`src/core/rlbp_pkg.sv`:
```
// package of constants for the rgb level/brightness pwm block
package rlbp_pkg;
   // step tick
   localparam int STEP_PERIOD_NS  = 25000;
   localparam int CLK_PERIOD_NS   = 100;
   localparam int STEP_CYCLES     = STEP_PERIOD_NS / CLK_PERIOD_NS;
   localparam int STEP_CNT_W      = 8;
   // sequence resolution
   localparam int LEVEL_COUNT     = 8;
   localparam int BRIGHT_COUNT    = 50;
   localparam int LEVEL_W         = 3;
   localparam int BRIGHT_W        = 6;
   // effect timing
   localparam int DELAY_W         = 16;
   localparam logic [DELAY_W-1:0] FADE_STEP_TICKS  = 16'h0FA0;
   localparam logic [DELAY_W-1:0] PULSE_STEP_TICKS = 16'h07D0;
   localparam logic [DELAY_W-1:0] DEMO_HOLD_TICKS  = 16'hFFFF;
   // wishbone register map (byte addresses)
   localparam logic [7:0] REG_CTRL    = 8'h00;
   localparam logic [7:0] REG_COLOUR  = 8'h04;
   localparam logic [7:0] REG_BRIGHT  = 8'h08;
   localparam logic [7:0] REG_CMD     = 8'h0C;
   localparam logic [7:0] REG_STATUS  = 8'h10;
   // ctrl fields
   localparam int CTRL_INVERT_BIT = 0;
   localparam int CTRL_DEMO_BIT   = 1;
   // reset values
   localparam logic [31:0] CTRL_RESET   = 32'h0000_0000;
   localparam logic [8:0]  COLOUR_RESET = 9'h1FF;
   localparam logic [5:0]  BRIGHT_RESET = 6'h31;
   // command codes
   localparam logic [7:0] CMD_STOP    = 8'h00;
   localparam logic [7:0] CMD_STATIC  = 8'h01;
   localparam logic [7:0] CMD_FADE    = 8'h02;
   localparam logic [7:0] CMD_PULSE   = 8'h03;
   localparam int CMD_INDEX = 1;
   typedef enum logic [1:0] {
      ST_IDLE     = 2'b00,
      ST_ENABLED  = 2'b01,
      ST_DISABLED = 2'b10
   } rlbp_state_t;
endpackage : rlbp_pkg

```
`src/core/rlbp_step_tick.sv`:
```
// step tick divider: one-cycle enable every STEP_CYCLES clocks
`timescale 1ns/1ns
module rlbp_step_tick
   import rlbp_pkg::*;
(
   // clock and reset
   input  wire logic ref_clk,
   input  wire logic sys_rst,
   // control
   input  wire logic run,
   output logic      tick_q
);
   logic [STEP_CNT_W-1:0] cnt_q, cnt_d;
   logic                  tick_d;

   always_comb begin
      cnt_d  = cnt_q;
      tick_d = 1'b0;
      if (!run) begin
         cnt_d = '0;
      end else if (cnt_q == STEP_CNT_W'(STEP_CYCLES - 1)) begin
         cnt_d  = '0;
         tick_d = 1'b1;
      end else begin
         cnt_d = cnt_q + 1'b1;
      end
   end

   always_ff @(posedge ref_clk) begin
      if (sys_rst) begin
         cnt_q  <= '0;
         tick_q <= 1'b0;
      end else begin
         cnt_q  <= cnt_d;
         tick_q <= tick_d;
      end
   end
endmodule : rlbp_step_tick

```
`src/core/rlbp_top.sv`:
```
// rgb led level/brightness pwm with effects, command byte and wishbone regs
`timescale 1ns/1ns
module rlbp_top
   import rlbp_pkg::*;
(
   // clock and reset
   input  wire logic        ref_clk,
   input  wire logic        sys_rst,
   // wishbone slave
   input  wire logic        wb_cyc_i,
   input  wire logic        wb_stb_i,
   input  wire logic        wb_we_i,
   input  wire logic [7:0]  wb_adr_i,
   input  wire logic [3:0]  wb_sel_i,
   input  wire logic [31:0] wb_dat_i,
   output logic [31:0]      wb_dat_o,
   output logic             wb_ack_o,
   // received serial bytes
   input  wire logic [7:0]  rx_byte,
   input  wire logic        rx_valid,
   // led drive
   output logic             led_red_q,
   output logic             led_green_q,
   output logic             led_blue_q
);
   // control/config registers
   logic                 invert_q, invert_d;
   logic                 demo_q, demo_d;
   logic [LEVEL_W-1:0]   colour_q [3];
   logic [LEVEL_W-1:0]   colour_d [3];
   logic [BRIGHT_W-1:0]  bright_q, bright_d;
   logic [31:0]          dat_d;
   logic                 ack_d;
   // command path
   logic [7:0]           serial_receive_buffer_q [2];
   logic [7:0]           serial_receive_buffer_d [2];
   logic                 rx_idx_q, rx_idx_d;
   logic                 cmd_new_q, cmd_new_d;
   logic [7:0]           cmd_q, cmd_d;
   logic                 effect_exit_flag_q, effect_exit_flag_d;
   // effect engine
   rlbp_state_t          state_q, state_d;
   logic [7:0]           effect_q, effect_d;
   logic [DELAY_W-1:0]   delay_q, delay_d;
   logic                 fade_up_q, fade_up_d;
   // pwm counters
   logic [LEVEL_W-1:0]   lvl_q, lvl_d;
   logic [BRIGHT_W-1:0]  bcnt_q, bcnt_d;
   logic [2:0]           pwm_d;
   logic [2:0]           led_d;
   logic                 step_tick;
   logic                 wb_hit;
   logic                 wb_wr;
   logic                 sw_cmd;
   logic [LEVEL_W-1:0]   col_next [3];
   logic [2:0]           col_on;

   rlbp_step_tick u_tick (
      .ref_clk (ref_clk),
      .sys_rst (sys_rst),
      .run     (state_q != ST_IDLE),
      .tick_q  (step_tick)
   );

   assign wb_hit = wb_cyc_i && wb_stb_i && !wb_ack_o;
   // writes land on the edge where the master samples ack, not one earlier
   assign wb_wr  = wb_cyc_i && wb_stb_i && wb_we_i && wb_ack_o;
   assign sw_cmd = wb_wr && wb_adr_i == REG_CMD && wb_sel_i[0];

   // register bus; ack one cycle after the request is taken
   always_comb begin
      invert_d = invert_q;
      demo_d   = demo_q;
      colour_d = colour_q;
      bright_d = bright_q;
      dat_d    = 32'h0000_0000;
      ack_d    = wb_hit;
      if (wb_wr) begin
         unique case (wb_adr_i)
            REG_CTRL: begin
               if (wb_sel_i[0]) begin
                  invert_d = wb_dat_i[CTRL_INVERT_BIT];
                  demo_d   = wb_dat_i[CTRL_DEMO_BIT];
               end
            end
            REG_COLOUR: begin
               if (wb_sel_i[0]) begin
                  colour_d[0] = wb_dat_i[2:0];
                  colour_d[1] = wb_dat_i[5:3];
               end
               if (wb_sel_i[1]) begin
                  colour_d[2] = wb_dat_i[8:6];
               end
            end
            REG_BRIGHT: begin
               if (wb_sel_i[0]) begin
                  bright_d = wb_dat_i[BRIGHT_W-1:0];
               end
            end
            default: begin
            end
         endcase
      end else if (wb_hit && !wb_we_i) begin
         unique case (wb_adr_i)
            REG_CTRL:   dat_d = {30'h0000_0000, demo_q, invert_q};
            REG_COLOUR: dat_d = {23'h00_0000, colour_q[2], colour_q[1], colour_q[0]};
            REG_BRIGHT: dat_d = {26'h000_0000, bright_q};
            REG_CMD:    dat_d = {24'h00_0000, cmd_q};
            REG_STATUS: dat_d = {12'h000, bcnt_q, lvl_q, effect_exit_flag_q, state_q, effect_q};
            default:    dat_d = 32'h0000_0000;
         endcase
      end
      // effects steer the colour/brightness settings while running
      if (state_q != ST_IDLE && step_tick && delay_q == '0) begin
         if (effect_q == CMD_FADE && demo_q) begin
            colour_d = col_next;   // only the demo walk, so bus writes on a tick survive
         end
         if (effect_q == CMD_FADE || effect_q == CMD_PULSE) begin
            bright_d = fade_up_q ? bright_q + 1'b1 : bright_q - 1'b1;
         end
      end
   end

   // demo colour walk
   always_comb begin
      col_next[0] = colour_q[0] + 1'b1;
      col_next[1] = (colour_q[0] == '1) ? colour_q[1] + 1'b1 : colour_q[1];
      col_next[2] = (colour_q[0] == '1 && colour_q[1] == '1) ? colour_q[2] + 1'b1 : colour_q[2];
      if (effect_q != CMD_FADE || !demo_q) begin
         col_next = colour_q;
      end
   end

   // command byte capture: byte 0 header, byte 1 command code
   always_comb begin
      serial_receive_buffer_d = serial_receive_buffer_q;
      rx_idx_d  = rx_idx_q;
      cmd_new_d = 1'b0;
      cmd_d     = cmd_q;
      if (rx_valid) begin
         serial_receive_buffer_d[rx_idx_q] = rx_byte;
         rx_idx_d = ~rx_idx_q;
         if (rx_idx_q) begin
            cmd_d     = serial_receive_buffer_d[CMD_INDEX];
            cmd_new_d = 1'b1;
         end
      end else if (sw_cmd) begin
         cmd_d     = wb_dat_i[7:0];
         cmd_new_d = 1'b1;
      end
   end

   // effect state machine
   always_comb begin
      state_d            = state_q;
      effect_d           = effect_q;
      delay_d            = delay_q;
      fade_up_d          = fade_up_q;
      effect_exit_flag_d = effect_exit_flag_q;
      if (cmd_new_q && cmd_q == CMD_STOP) begin
         effect_exit_flag_d = 1'b1;
      end
      unique case (state_q)
         ST_IDLE: begin
            effect_exit_flag_d = 1'b0;
            if (cmd_new_q && (cmd_q == CMD_STATIC || cmd_q == CMD_FADE || cmd_q == CMD_PULSE)) begin
               state_d  = ST_ENABLED;
               effect_d = cmd_q;
               delay_d  = '0;
            end else if (demo_q) begin
               state_d  = ST_ENABLED;
               effect_d = CMD_FADE;
               delay_d  = '0;
            end
         end
         ST_ENABLED, ST_DISABLED: begin
            if (effect_exit_flag_q) begin
               state_d            = ST_IDLE;
               effect_d           = CMD_STOP;
               effect_exit_flag_d = 1'b0;
            end else if (step_tick) begin
               if (delay_q != '0) begin
                  delay_d = delay_q - 1'b1;
               end else begin
                  unique case (effect_q)
                     CMD_FADE: begin
                        delay_d = demo_q ? DEMO_HOLD_TICKS : FADE_STEP_TICKS;
                        if (bright_q == BRIGHT_W'(BRIGHT_COUNT - 2)) fade_up_d = 1'b0;
                        if (bright_q == BRIGHT_W'(1)) fade_up_d = 1'b1;
                     end
                     CMD_PULSE: begin
                        delay_d = PULSE_STEP_TICKS;
                        if (bright_q == BRIGHT_W'(BRIGHT_COUNT - 2)) fade_up_d = 1'b0;
                        if (bright_q == BRIGHT_W'(1)) fade_up_d = 1'b1;
                        state_d = (bright_q == '0) ? ST_DISABLED : ST_ENABLED;
                     end
                     default: delay_d = '0;
                  endcase
               end
            end
         end
         default: state_d = ST_IDLE;
      endcase
   end

   // level and brightness counters, colour compare
   always_comb begin
      lvl_d  = lvl_q;
      bcnt_d = bcnt_q;
      if (state_q == ST_IDLE) begin
         lvl_d  = '0;
         bcnt_d = '0;
      end else if (step_tick) begin
         if (lvl_q == LEVEL_W'(LEVEL_COUNT - 1)) begin
            lvl_d = '0;
            if (bcnt_q == BRIGHT_W'(BRIGHT_COUNT - 1)) begin
               bcnt_d = '0;
            end else begin
               bcnt_d = bcnt_q + 1'b1;
            end
         end else begin
            lvl_d = lvl_q + 1'b1;
         end
      end
      for (int c = 0; c < 3; c++) begin
         col_on[c] = lvl_q < colour_q[c];
      end
      pwm_d = col_on;
      if (bcnt_q > bright_q || state_q != ST_ENABLED) begin
         pwm_d = 3'b000;
      end
      led_d = invert_q ? ~pwm_d : pwm_d;
   end

   always_ff @(posedge ref_clk) begin
      if (sys_rst) begin
         invert_q           <= CTRL_RESET[CTRL_INVERT_BIT];
         demo_q             <= CTRL_RESET[CTRL_DEMO_BIT];
         colour_q[0]        <= COLOUR_RESET[2:0];
         colour_q[1]        <= COLOUR_RESET[5:3];
         colour_q[2]        <= COLOUR_RESET[8:6];
         bright_q           <= BRIGHT_RESET;
         wb_dat_o           <= 32'h0000_0000;
         wb_ack_o           <= 1'b0;
         serial_receive_buffer_q[0] <= 8'h00;
         serial_receive_buffer_q[1] <= 8'h00;
         rx_idx_q           <= 1'b0;
         cmd_new_q          <= 1'b0;
         cmd_q              <= CMD_STOP;
         effect_exit_flag_q <= 1'b0;
         state_q            <= ST_IDLE;
         effect_q           <= CMD_STOP;
         delay_q            <= '0;
         fade_up_q          <= 1'b0;
         lvl_q              <= '0;
         bcnt_q             <= '0;
         led_red_q          <= 1'b0;
         led_green_q        <= 1'b0;
         led_blue_q         <= 1'b0;
      end else begin
         invert_q           <= invert_d;
         demo_q             <= demo_d;
         colour_q           <= colour_d;
         bright_q           <= bright_d;
         wb_dat_o           <= dat_d;
         wb_ack_o           <= ack_d;
         serial_receive_buffer_q <= serial_receive_buffer_d;
         rx_idx_q           <= rx_idx_d;
         cmd_new_q          <= cmd_new_d;
         cmd_q              <= cmd_d;
         effect_exit_flag_q <= effect_exit_flag_d;
         state_q            <= state_d;
         effect_q           <= effect_d;
         delay_q            <= delay_d;
         fade_up_q          <= fade_up_d;
         lvl_q              <= lvl_d;
         bcnt_q             <= bcnt_d;
         led_red_q          <= led_d[0];
         led_green_q        <= led_d[1];
         led_blue_q         <= led_d[2];
      end
   end
endmodule : rlbp_top

```
`config.mk`:
```
export PLATFORM = sky130hd
export DESIGN_NAME = rlbp_top
export DESIGN_NICKNAME = d
export VERILOG_FILES = /design/src/core/rlbp_pkg.sv /design/src/core/rlbp_step_tick.sv /design/src/core/rlbp_top.sv
export SDC_FILE = /design/constraint.sdc
export NUM_CORES = 1
export LEC_CHECK = 0
export ABC_AREA = 1
export BUFFER_PORTS_ARGS = -buffer_cell sky130_fd_sc_hd__buf_4
export CAP_MARGIN = 20
export CORE_MARGIN = 2
export CORE_UTILIZATION = 55
export CTS_CLUSTER_DIAMETER = 30
export DETAILED_ROUTE_END_ITERATION = 16
export GPL_TIMING_DRIVEN = 0
export PLACE_DENSITY = 0.81
export REMOVE_ABC_BUFFERS = 1
export SYNTH_ARGS = -nofsm -noshare
export SYNTH_HDL_FRONTEND = slang
export SYNTH_HIERARCHICAL = 1
export SYNTH_SLANG_ARGS = --single-unit
```
`constraint.sdc`:
```
create_clock -name ref_clk -period 3.13 [get_ports ref_clk]
set_input_delay 0.313 -clock ref_clk [delete_from_list [all_inputs] [get_ports ref_clk]]
set_output_delay 0.313 -clock ref_clk [all_outputs]
set_load 0.01 [all_outputs]
```
* Word level (Yosys, flattened, before mapping)
Index checks and enable logic that the tools add are counted.
** Word-level totals
- Memory bits (writable) :: 0
- Logic and storage cells :: 180
- Register bits :: 125
- Output and inout bits :: 36
- Input port bits :: 58
- Latch bits :: 0
- Memories kept :: 0
- Memory bits (read-only) :: 0
** Operators by class
- Reductions and logical operators :: 47
- Div/mod/pow operators :: 0
- Order comparisons :: 6
- Add/sub/neg operators :: 9
- Muxes and demuxes :: 55
- Multipliers :: 0
- Bitwise gates (word level) :: 7
- Equality and inequality tests :: 31
- Shifts and indexed selects :: 0
** Operator list (count)
- $pmux 20 s5 :: 1
- $mux 16 :: 6
- $pmux 16 s2 :: 2
- $mux 8 :: 7
- $mux 6 :: 8
- $mux 9 :: 5
- $eq 8x2->1 const B :: 4
- $mux 3 :: 6
- $bwmux 16 :: 1
- $eq 8x4->1 const B :: 2
- $logic_not 16->1 :: 1
- $logic_not 8->1 :: 2
- $pmux 8 s2 :: 1
- $reduce_bool 16->1 :: 1
- $sub 16x1->16 const B :: 1
- $logic_and 1x1->1 :: 14
- $mux 2 :: 7
- $add 3x1->3 const B :: 4
- $add 6x1->6 const B :: 2
- $eq 6x6->1 const B :: 2
- $ne 3x3->1 const B :: 4
- $eq 3x3->1 const B :: 3
- $lt 3x3->1 :: 3
- $ne 3x2->1 const B :: 3
- 33 further kinds :: 65

* Longest topological paths before layout
Gate-level depths: netlist (run 1).
- Word-level depth :: 8
- Mapped depth :: 10
- Depth with buffers taken out :: 10

* Modules after synthesis
The synthesis (run 1) kept the hierarchy.
** By module, submodules not included
- rlbp_top :: area each 5585.4 µm², times used 1, seq. area each 1921.8 µm², cells an instance 826
- rlbp_step_tick :: area each 490.5 µm², times used 1, seq. area each 180.2 µm², cells an instance 55

* Worst setup path before layout (run 1)
Ideal clock, no wire load.
- Path type :: register to register
- Start :: register state_q[0]
- End :: register delay_q[9]
- Buffers on the path :: 1
- Clock period less this slack :: 1.653 ns
- Arrival :: 1.520 ns
- Stages on the path, launching flop included :: 9
- Path slack :: 1.477 ns
- Path through :: dfxtp_1 > inv_1 > ha_1 > nand2_1 > o21ai_1 > nand2_2 > buf_2 > nand2_1 > a21oi_1
** Between the ends
- Word-level cells in the longest chain between the ends :: 4
** Ends and longest elaborated chain
- start: declaration :: line rlbp_top.sv:42 : rlbp_state_t state_q, state_d;
- start signal: assignment :: line rlbp_top.sv:272 : state_q <= state_d;
- $eq 2x1->1 or $eq 2x2->1 (tied branches) :: line rlbp_top.sv:163 : unique case (state_q)
- $reduce_or 2->1 :: line rlbp_top.sv:163
- $ne 2x1->1 (no source line), or another cell as far along
- $reduce_and 4->1 (no source line)
- end signal: assignment :: line rlbp_top.sv:274 : delay_q <= delay_d;
- end: declaration :: line rlbp_top.sv:44 : logic [DELAY_W-1:0] delay_q, delay_d;
Parallel ways exist; a longest one is shown, timed or not.
A chain may end at the register's enable or synchronous reset.

* Worst setup path in the final report (run 1)
- Start :: register state_q[0]
- End :: register delay_q[4]
The elaborated chain is that of the path after synthesis.

==> flow_summary.yaml, run 1 <==
outcome:
  status: "completed"
timing:
  hold_viol: 0
  fin_crit_sh: 0.6898
  maxClockFrequency_mhz: 463.1
  rsz0062_at_grt: "no"
  final.setup.tns_ns: 0
  holdWs_ns: 0.2289
  slew_headroom: 0.4508
  fin_skew_ns: 0.01451
  setup_viol: 0
  timing.final.crit_period_ns: 2.159
  finalMaxSlewViolations: 0
  tightest_slew_ns: 0.8188
  timing.final.ws_setup_ns: 0.9708
grt:
  grt_max_degree: 46
  antenna_found_initial: 0
  grt.overflow.total: 0
  track_usage: 0.2506
  grt_pass1_vias: 5111
  grt_pass1_wl_mm: 23.66
die:
  core_mm2: 0.01079
  chipWidth_um: 109.1
  dieArea_mm2: 0.01190
  ios: 94
  die_h_um: 109.1
  rows: 38
  start_util: 0.5629
cts:
  postCtsSetupBuffers: 0
  path_clk_slew_ns: 0.10
  cts_buffer_depth: 2
  cts_tree: "built"
  clock_latency_ns: 0.37
  numCtsBuffers: 9
  ctsResizeCount: 0
  clockRootBuffer: "clkbuf_8"
  htreeDepth: 3
  cts_hold_buffers: 0
  cts.sinks: 105
cells_and_area:
  area_growth_pct: 11.00
  diodes: 0
  nets: 1019
  drive_gt1_frac: 0.1293
  finalNonFillerCells: 1076
  fillers: 983
synth:
  synth_sequential_area_ratio: 0.3460
  syn_area_mm2: 0.006076
  ys_ff_latch: 105
  synth_area_leaders: "dfxtp_1 (35%), nand2_1 (13%), nor2_1 (6.6%), ha_1 (6.2%), inv_1 (6.2%)"
  yosysUniqueCellTypes: 46
  syn_area_per_cell_um2: 6.897
  syn-instance-count: 881
  synth_top_area_share: 0.3460
  synth_largest_area_cell: "dfxtp_1"
  yosysWarnings: 6
place:
  dp_cells: 1060
  pre_cts_ws_ns: 0.8318
  port_buffers: 56
  place_hpwl_mm: 10.53
  place_congestion: 0.9484
power:
  peakVddDrop_mv: 0.3173
  combPwrFrac: 0.201
  cell_internal_pwr_mw: 1.949
  p_sw_frac: 0.3203
  seq_power_share: 0.493
  clkPwrFrac: 0.306
  p_sw_mw: 0.9186
  p_leak_nw: 3.145
  power_density_mw_per_mm2: 425.3
run:
  drv_cap: 0
worst_setup_path:
  cp_data_required_time_ns: 3.44
  cp_data_arrival_time_ns: 2.46
  cp-start-kind: "flip-flop"
  cp-end-kind: "flip-flop"
  worstSetupPathType: "flip-flop to flip-flop"
  cp_max_fo: 17
min_path:
  hold_path_class: "input pin to flip-flop"
drt:
  drt_iter0_markers: 408
  wl_mm: 13.88
  via_count: 5734
  remaining_drc_errors: 0
  wire_per_inst_um: 12.90
  dr.pass1.iters: 7
  ant_nets: 0
  routed_via_density: 5.329
[routing by layer]
metal / global-route usage / share of wire / wire length [µm] / vias up
met5: 0 / 0 / 0 / -
met4: 0.07418 / 0.015 / 208 / 0
met3: 0.04363 / 0.071 / 992 / 17
met2: 0.3966 / 0.45 / 6189 / 200
met1: 0.3487 / 0.47 / 6489 / 2584
li1: - / - / - / 2933
[metrics by stage]
stage / cell area, µm² / util / power [mW]
global placement: 6535 / 0.6055 / 2.003
global route: 6744 / 0.6249 / 3.023
CTS: 6744 / 0.6249 / 2.888
floorplan: 5939 / - / 1.848
finish: 6744 / 0.6249 / 2.868
detailed placement: 6535 / 0.6055 / 2.012
[Yosys cell counts (all sizes together)]
cell type    n
xnor2        5
nor3b        3
buf         20
o211ai       6
o21bai       2
conb         1
nand2      215
nand3       70
nand4       12
ha          30
a21oi       45
dfxtp      105
a31oi        4
a21o         3
nand3b       6
xor2        10
o21ai       59
nor2       127
o41ai        1
a21boi       1
nor3        32
clkbuf       8
inv        104
a211oi       1
nor4         3
o22ai        4
clkinv       4
[flip-flops by register name, summed over array words and instances, names as in the netlist, 2 cells and up]
| name | count |
|---|---|
| bcnt_q | 6 |
| bright_q | 6 |
| cmd_q | 8 |
| colour_q | 9 |
| delay_q | 16 |
| effect_q | 8 |
| lvl_q | 3 |
| serial_receive_buffer_q | 8 |
| state_q | 2 |
| u_tick/cnt_q | 8 |
| wb_dat_o | 20 |
[cells by family (layout without fill, tap and decap cells)]
family                   Yosys count  count (layout)  share of synthesized area
buffers and inverters            136             180                    0.09596
XOR/XNOR                          15              15                    0.02162
other                              1              12                  0.0006172
AO/OA/AOI/OAI                    126             126                     0.1170
adder cells (fa/ha/maj)           30              30                    0.06178
flip-flops                       105             105                     0.3460
AND/OR/NAND/NOR                  468             468                     0.3571
[power groups by stage]
| stage | logic [mW] | registers (mW) | clock network, mW |
|---|---|---|---|
| floorplan | 0.413 | 1.43 | 0 |
| global placement | 0.560 | 1.44 | 0 |
| detailed placement | 0.568 | 1.44 | 0 |
| CTS | 0.571 | 1.41 | 0.902 |
| global route | 0.652 | 1.42 | 0.951 |
| finish | 0.577 | 1.41 | 0.878 |
[cell usage in the layout (no fill, tap or decap), types with 2 or more instances in the layout]
master / n
nand2_1: 207
nor2_1: 107
dfxtp_1: 105
inv_1: 100
nand3_1: 67
buf_4: 56
o21ai_0: 55
a21oi_1: 41
ha_1: 30
nor3_1: 28
nor2_2: 15
nand4_1: 12
conb_1: 12
xor2_1: 10
clkbuf_8: 9
o211ai_1: 6
nand3b_1: 5
nand2_2: 5
xnor2_1: 5
clkinv_1: 4
inv_2: 4
nor2_4: 4
o21ai_1: 4
o22ai_1: 4
a31oi_1: 4
a21oi_2: 4
nand3_2: 3
nor3_2: 3
a21o_1: 3
clkinv_4: 3
nor3b_1: 2
inv_6: 2
nand2_4: 2
[path summary, 6_finish.rpt]
| path | from | end | slack, ns | depth (start not counted) |
|---|---|---|---|---|
| setup reg to reg | state_q[0]$_SDFFE_PP0P_ | delay_q[4]$_SDFFE_PP0P_ | 0.97 | 8 |
| setup / recovery | state_q[0]$_SDFFE_PP0P_ | delay_q[4]$_SDFFE_PP0P_ | 0.97 | 8 |
| hold / removal | wb_we_i | wb_dat_o[12]$_SDFF_PP0_ | 0.23 | 4 |
| hold reg to reg | serial_receive_buffer_q[2]$_SDFFE_PP0P_ | serial_receive_buffer_q[2]$_SDFFE_PP0P_ | 0.47 | 2 |
[cell type report]
cell class / count / area, µm² / area share
Multi-Input combinational cell: 651 / 3432 / 0.5089
Sequential cell: 105 / 2102 / 0.3117
Timing Repair Buffer: 56 / 420.4 / 0.06234
Inverter: 108 / 405.4 / 0.06011
Tap cell: 140 / 175.2 / 0.02597
Clock buffer: 9 / 123.9 / 0.01837
Clock inverter: 7 / 85.08 / 0.01262
[critical path, cell delays in order (launching register included)]
cell	delay, ns
dfxtp_1	0.50
inv_1	0.08
ha_1	0.42
nand2_1	0.18
o21ai_1	0.26
nand2_2	0.26
nor2_1	0.19
nand3_1	0.09
a21oi_1	0.12
Note: power is estimated with default switching activity, not from simulation.
==> inputs of run 2 (changes only) <==
ABC_AREA = 0   (was 1)
CORE_UTILIZATION = 51   (was 55)
PLACE_DENSITY = 0.79   (was 0.81)
clock period = 1.9 ns   (was 3.13 ns; I/O delays follow)
==> run 2 against run 1 <==
  * The run now ends with negative setup slack left
  * Cell count down 18%
  * Flip-flop and latch count down 6
  * Utilization up 6.8 points
  * Cell area up 7.0%
  * Power up 58%
  * First-iteration DRC count up 110%
  * Fmax up 4.2%
  * Combinational power up 53%
  * Sequential power up 52%
  * Largest power group unchanged
  * Largest cell class unchanged
  * Count of clock-buffer cells in the layout up 2
==> flow_summary.yaml, run 2 <==
outcome:
  status: "finished with violations"
  violations: "negative setup slack"
cells_and_area:
  drive_gt1_frac: 0.3244
  regMostFlops: "wb_dat_o"
  area_growth_pct: 31.28
  diodes: 0
  largest_reg_flops: 20
  final_common_cell: "buf_4"
  nets: 830
  reg.largest.list: "wb_dat_o x20, delay_q x16, colour_q x9"
  mostFrequentLayoutCells: "buf_4 (102), dfxtp_1 (83), nand2_1 (52), nor2_1 (41), a21oi_1 (27)"
grt:
  track_usage: 0.2789
  antenna_found_initial: 0
  grt_pass1_wl_mm: 25.47
  grt.overflow.total: 0
  grt_pass1_vias: 5202
  grt_max_degree: 53
min_path:
  hold_path_class: "input pin to flip-flop"
synth:
  synth-edff-count: 0
  synth_common_cells: "dfxtp_1 (99), nand2_1 (57), nor2_1 (44)"
  synth_top_area_share: 0.3606
  synth_area_leaders: "dfxtp_1 (36%), ha_1 (6.8%), nand2_1 (3.9%), nor2_1 (3.0%), a21oi_1 (2.8%)"
  yosysWarnings: 6
  yosysMostFrequentCell: "dfxtp_1"
  synth_sequential_area_ratio: 0.3606
  yosysUniqueCellTypes: 81
  syn_area_mm2: 0.005497
  synth_ff_type: "dfxtp_1"
  synthArstFlopShare: 0
  ys_ff_latch: 99
  synth_largest_area_cell: "dfxtp_1"
  syn-instance-count: 643
  syn_area_per_cell_um2: 8.548
power:
  cell_internal_pwr_mw: 3.263
  combPwrFrac: 0.195
  clkPwrFrac: 0.335
  seq_power_share: 0.470
  peakVddDrop_mv: 0.5438
  p_sw_frac: 0.2816
  power_density_mw_per_mm2: 629.5
  p_leak_nw: 2.929
  p_sw_mw: 1.279
die:
  ios: 94
  core_mm2: 0.01042
  chipWidth_um: 107.8
  rows: 37
  die_h_um: 107.8
  start_util: 0.5277
  dieArea_mm2: 0.01162
drt:
  via_count: 5748
  remaining_drc_errors: 0
  ant_nets: 0
  drt_iter0_markers: 853
  wire_per_inst_um: 19.86
  wl_mm: 17.52
  dr.pass1.iters: 10
  routed_via_density: 6.517
timing:
  hold_viol: 0
  tightest_slew_ns: 0.8563
  timing.final.ws_setup_ns: -0.1724
  fin_crit_sh: 1.091
  timing.final.crit_period_ns: 2.072
  slew_headroom: 0.4285
  rsz0062_at_grt: "yes"
  maxClockFrequency_mhz: 482.5
  finalMaxSlewViolations: 0
  holdWs_ns: 0.06304
  fin_skew_ns: 0.01910
  setup_viol: 33
worst_setup_path:
  path_cells: "inv_2 > ha_4 > buf_4 > clkinvlp_4 > a311oi_4 > nor3_4 > and2_4 > a221o_1"
  worstSetupPathType: "flip-flop to flip-flop"
  slowest_delay_ns: 0.43
  cp_slowest_cell: "a311oi_4"
  critical-path-top-delay-family: "compound AO/OA/AOI/OAI gates"
  cp-end-kind: "flip-flop"
  cp_max_fo: 6
  path_buf_inv: 3
  cp_data_arrival_time_ns: 2.34
  cp_data_required_time_ns: 2.17
  cp-start-kind: "flip-flop"
cts:
  cts.sinks: 99
  cts_tree: "built"
  path_clk_slew_ns: 0.10
  cts_buffer_depth: 2
  htreeDepth: 3
  clock_latency_ns: 0.39
  clockRootBuffer: "clkbuf_8"
  numCtsBuffers: 9
place:
  port_buffers: 56
  pre_cts_ws_ns: -0.8558
  place_hpwl_mm: 10.45
  place_congestion: 0.9115
run:
  drv_cap: 0
==> run 2: final cells by class <==
cell class / instances / area [µm²]
Fill cell: 728 / 3201
Multi-Input combinational cell: 485 / 3702
Inverter: 30 / 128.9
Timing Repair Buffer: 117 / 974.7
Clock buffer: 11 / 141.4
Sequential cell: 99 / 2024
Clock inverter: 4 / 73.82
Tap cell: 136 / 170.2
==> run 2: cell families after synthesis <==
logic type | synth area share
fa+ha+maj | 0.06829
other cells | 0.0006822
xor+xnor | 0.01115
buf+inv | 0.05941
flops | 0.3606
compound gates | 0.1823
simple gates | 0.2952
mux | 0.02231
==> run 2: repair_timing <==
action | 4_1_cts | 5_1_grt
gates cloned | 0 | 3
setup buffers | 38 | 21
hold buffers | 0 | 0
pin swaps | 32 | 28
endpoints found under the setup margin | 56 | 58
gates resized for setup | 85 | 55
==> run 2: routing by layer <==
metal,part of all wire,track usage,up-vias
met5,0,0,-
met4,0.046,0.1190,0
met3,0.097,0.06356,91
met2,0.47,0.4564,388
met1,0.39,0.3518,2704
li1,-,-,2565
==> run 2: metrics by stage <==
stage	instance area, µm²	std cells	TNS [ns]	utilization	power (mW)
2_1_floorplan	5324	613	-8.949	-	2.505
6_report	7216	882	-2.335	0.6927	4.542
5_1_grt	7216	882	-4.923	0.6927	4.693
3_5_place_dp	5944	807	-31.23	0.5707	2.721
3_3_place_gp	5914	805	-50.78	0.5678	2.704
4_1_cts	6789	858	-0.1185	0.6518	4.389
==> run 2: final timing paths <==
kind | from | to | slack (ns) | depth (start not counted)
max | state_q[1]$_SDFFE_PP0P_ | delay_q[15]$_SDFFE_PP0P_ | -0.17 | 8
min | rx_byte[7] | cmd_q[7]$_SDFFE_PP0P_ | 0.06 | 3
max reg2reg | state_q[1]$_SDFFE_PP0P_ | delay_q[15]$_SDFFE_PP0P_ | -0.17 | 8
min reg2reg | u_tick/cnt_q[0]$_SDFF_PP0_ | u_tick/cnt_q[0]$_SDFF_PP0_ | 0.49 | 1
==> run 2: worst min-delay path, cell delays in order <==
cell	delay [ns]
buf_4	0.11
nand2_1	0.05
a31oi_1	0.07
==> run 2: power by group through the flow <==
stage          logic (mW)  registers, mW  clock network [mW]
5_1_grt             0.929           2.14                1.62
2_1_floorplan       0.317           2.19                   0
4_1_cts             0.727           2.14                1.52
3_5_place_dp        0.525           2.20                   0
6_report            0.884           2.14                1.52
3_3_place_gp        0.510           2.19                   0
==> inputs of run 3 (changes only) <==
ABC_AREA = 1   (was 0)
CORE_UTILIZATION = 55   (was 51)
PLACE_DENSITY = 0.81   (was 0.79)
REMOVE_ABC_BUFFERS = default   (was 1)
clock period = 2.2 ns   (was 1.9 ns; I/O delays follow)
==> run 3 against run 2 <==
  * The run now ends clean
  * Count of clock-buffer cells in the layout increased by 1
  * Critical path depth shrank 1
  * Cell area decreased by 4.2%
  * First-iteration DRC count is 46% lower
  * Utilization down 5.3 points
==> flow_summary.yaml, run 3 (synthesized netlist as in run 1, its figures left out) <==
outcome:
  status: "completed"
worst_setup_path:
  reg2reg_slack_ns: 0.21
  cp-end-kind: "flip-flop"
  ff2ff_path_depth: 9
  cp_data_arrival_time_ns: 2.38
  cp-start-kind: "input pin"
  worstSetupPathType: "input pin to flip-flop"
  r2r_end: "effect_q[0]$_SDFFE_PP0P_"
  crit-reg2reg-launch: "state_q[0]$_SDFFE_PP0P_"
  cp_data_required_time_ns: 2.48
  cp_max_fo: 10
power:
  p_sw_frac: 0.3152
  clkPwrFrac: 0.288
  seq_power_share: 0.494
  combPwrFrac: 0.217
  power_density_mw_per_mm2: 587.7
  peakVddDrop_mv: 0.4618
  p_leak_nw: 3.237
  p_sw_mw: 1.280
  cell_internal_pwr_mw: 2.781
  p_total_mw: 4.061
timing:
  hold_viol: 0
  setup_viol: 0
  fin_skew_ns: 0.01005
  timing.final.crit_period_ns: 2.097
  tightest_slew_ns: 0.7185
  slew_headroom: 0.5210
  holdWs_ns: 0.1476
  fin_crit_sh: 0.9532
  final.setup.tns_ns: 0
  finalMaxSlewViolations: 0
  maxClockFrequency_mhz: 476.9
min_path:
  min_from: "wb_dat_i[1]"
  hold_path_class: "input pin to flip-flop"
  hold_end: "demo_q$_SDFFE_PP0P_"
  hold_depth: 3
cells_and_area:
  finalNonFillerCells: 1103
  largest_reg_flops: 20
  final_common_cell: "nand2_1"
  nets: 1047
  regMostFlops: "wb_dat_o"
  drive_gt1_frac: 0.1433
  reg.largest.list: "wb_dat_o x20, delay_q x16, colour_q x9"
  diodes: 0
  mostFrequentLayoutCells: "nand2_1 (207), nor2_1 (107), dfxtp_1 (105), inv_1 (100), buf_4 (69)"
  area_growth_pct: 13.72
cts:
  htreeDepth: 3
  numCtsBuffers: 9
  path_clk_slew_ns: 0.10
  cts_buffer_depth: 2
  cts.sinks: 105
  cts_tree: "built"
  clockRootBuffer: "clkbuf_8"
  postCtsSetupBuffers: 0
  clock_latency_ns: 0.38
place:
  dp_cells: 1087
  place_hpwl_mm: 11.41
  port_buffers: 55
  place_congestion: 0.9462
grt:
  grt.overflow.total: 0
  grt_max_degree: 16
  track_usage: 0.2639
  grt_pass1_vias: 5284
  grt_pass1_wl_mm: 24.38
  antenna_found_initial: 0
die:
  start_util: 0.5629
  dieArea_mm2: 0.01190
  ios: 94
  chipWidth_um: 109.1
  rows: 38
  core_mm2: 0.01079
  die_h_um: 109.1
drt:
  via_count: 5870
  remaining_drc_errors: 0
  ant_nets: 0
  routed_via_density: 5.322
  dr.pass1.iters: 6
  wl_mm: 15.00
  wire_per_inst_um: 13.60
  drt_iter0_markers: 464
run:
  drv_cap: 0
[run 3: cell types whose count changed in the layout (fill, tap and decap cells not counted), sizes merged, moves of 17 or more]
| cell | previous run | this run |
|---|---|---|
| nand2 | 58 | 215 |
| nor2 | 45 | 127 |
| inv | 30 | 104 |
| nand3 | 28 | 70 |
| buf | 116 | 75 |
| o21ai | 29 | 59 |
| and3 | 17 | 0 |
[run 3: power by group through the flow]
stage                     registers (mW)  clock network (mW)  logic, mW
after floorplan                     2.04                   0      0.638
after global placement              2.05                   0      0.850
after detailed placement            2.05                   0      0.866
after CTS                           2.01                1.18      0.872
after global routing                2.02                1.26       1.00
final                               2.01                1.17      0.882
[run 3: layout make-up]
class	instances	area (µm²)
Buffer	28	177.7
Clock buffer	12	135.1
Clock inverter	3	42.54
Fill cell	994	3884
Inverter	108	409.1
Multi-Input combinational cell	651	3445
Sequential cell	105	2102
Tap cell	140	175.2
Timing Repair Buffer	56	422.9
[run 3: stage by stage]
step	worst slack, ns	util	area (µm²)
4_1_cts	0.01052	0.6387	6893
6_report	0.1030	0.6402	6909
3_5_place_dp	0.1859	0.6213	6705
2_1_floorplan	0.5474	-	6117
3_3_place_gp	0.1601	0.6213	6705
5_1_grt	-0.005156	0.6402	6909
[run 3: worst max-delay path, cell delays in order]
cell	delay (ns)
dlygate4sd3_1	0.53
buf_4	0.12
clkbuf_1	0.53
clkinvlp_4	0.45
clkbuf_1	0.35
nand2_1	0.14
nor2_1	0.04
[run 3: how the worst max path moves through the flow]
stage	startpoint	to	slack, ns	cells after the start
3_3_place_gp	sys_rst	wb_dat_o[11]$_SDFF_PP0_	0.16	5
2_1_floorplan	state_q[0]$_SDFFE_PP0P_	delay_q[9]$_SDFFE_PP0P_	0.55	8
3_5_place_dp	sys_rst	wb_dat_o[11]$_SDFF_PP0_	0.19	5
6_report	sys_rst	state_q[1]$_SDFFE_PP0P_	0.10	7
5_1_grt	sys_rst	cmd_q[4]$_SDFFE_PP0P_	-0.005	7
4_1_cts	sys_rst	wb_dat_o[11]$_SDFF_PP0_	0.01	6
[run 3: what timing repair did]
action | CTS | global route
hold buffers | 1 | 0
endpoints found under the setup margin | 0 | 17
endpoints found under the hold margin | 1 | 0
resized for setup | 0 | 3
[run 3: routing by layer]
| metal | wire length (µm) | share of wire | GRT usage |
|---|---|---|---|
| met1 | 6540 | 0.44 | 0.3367 |
| met5 | 0 | 0 | 0 |
| met4 | 438 | 0.029 | 0.1209 |
| met2 | 7039 | 0.47 | 0.4321 |
| met3 | 984 | 0.066 | 0.04842 |
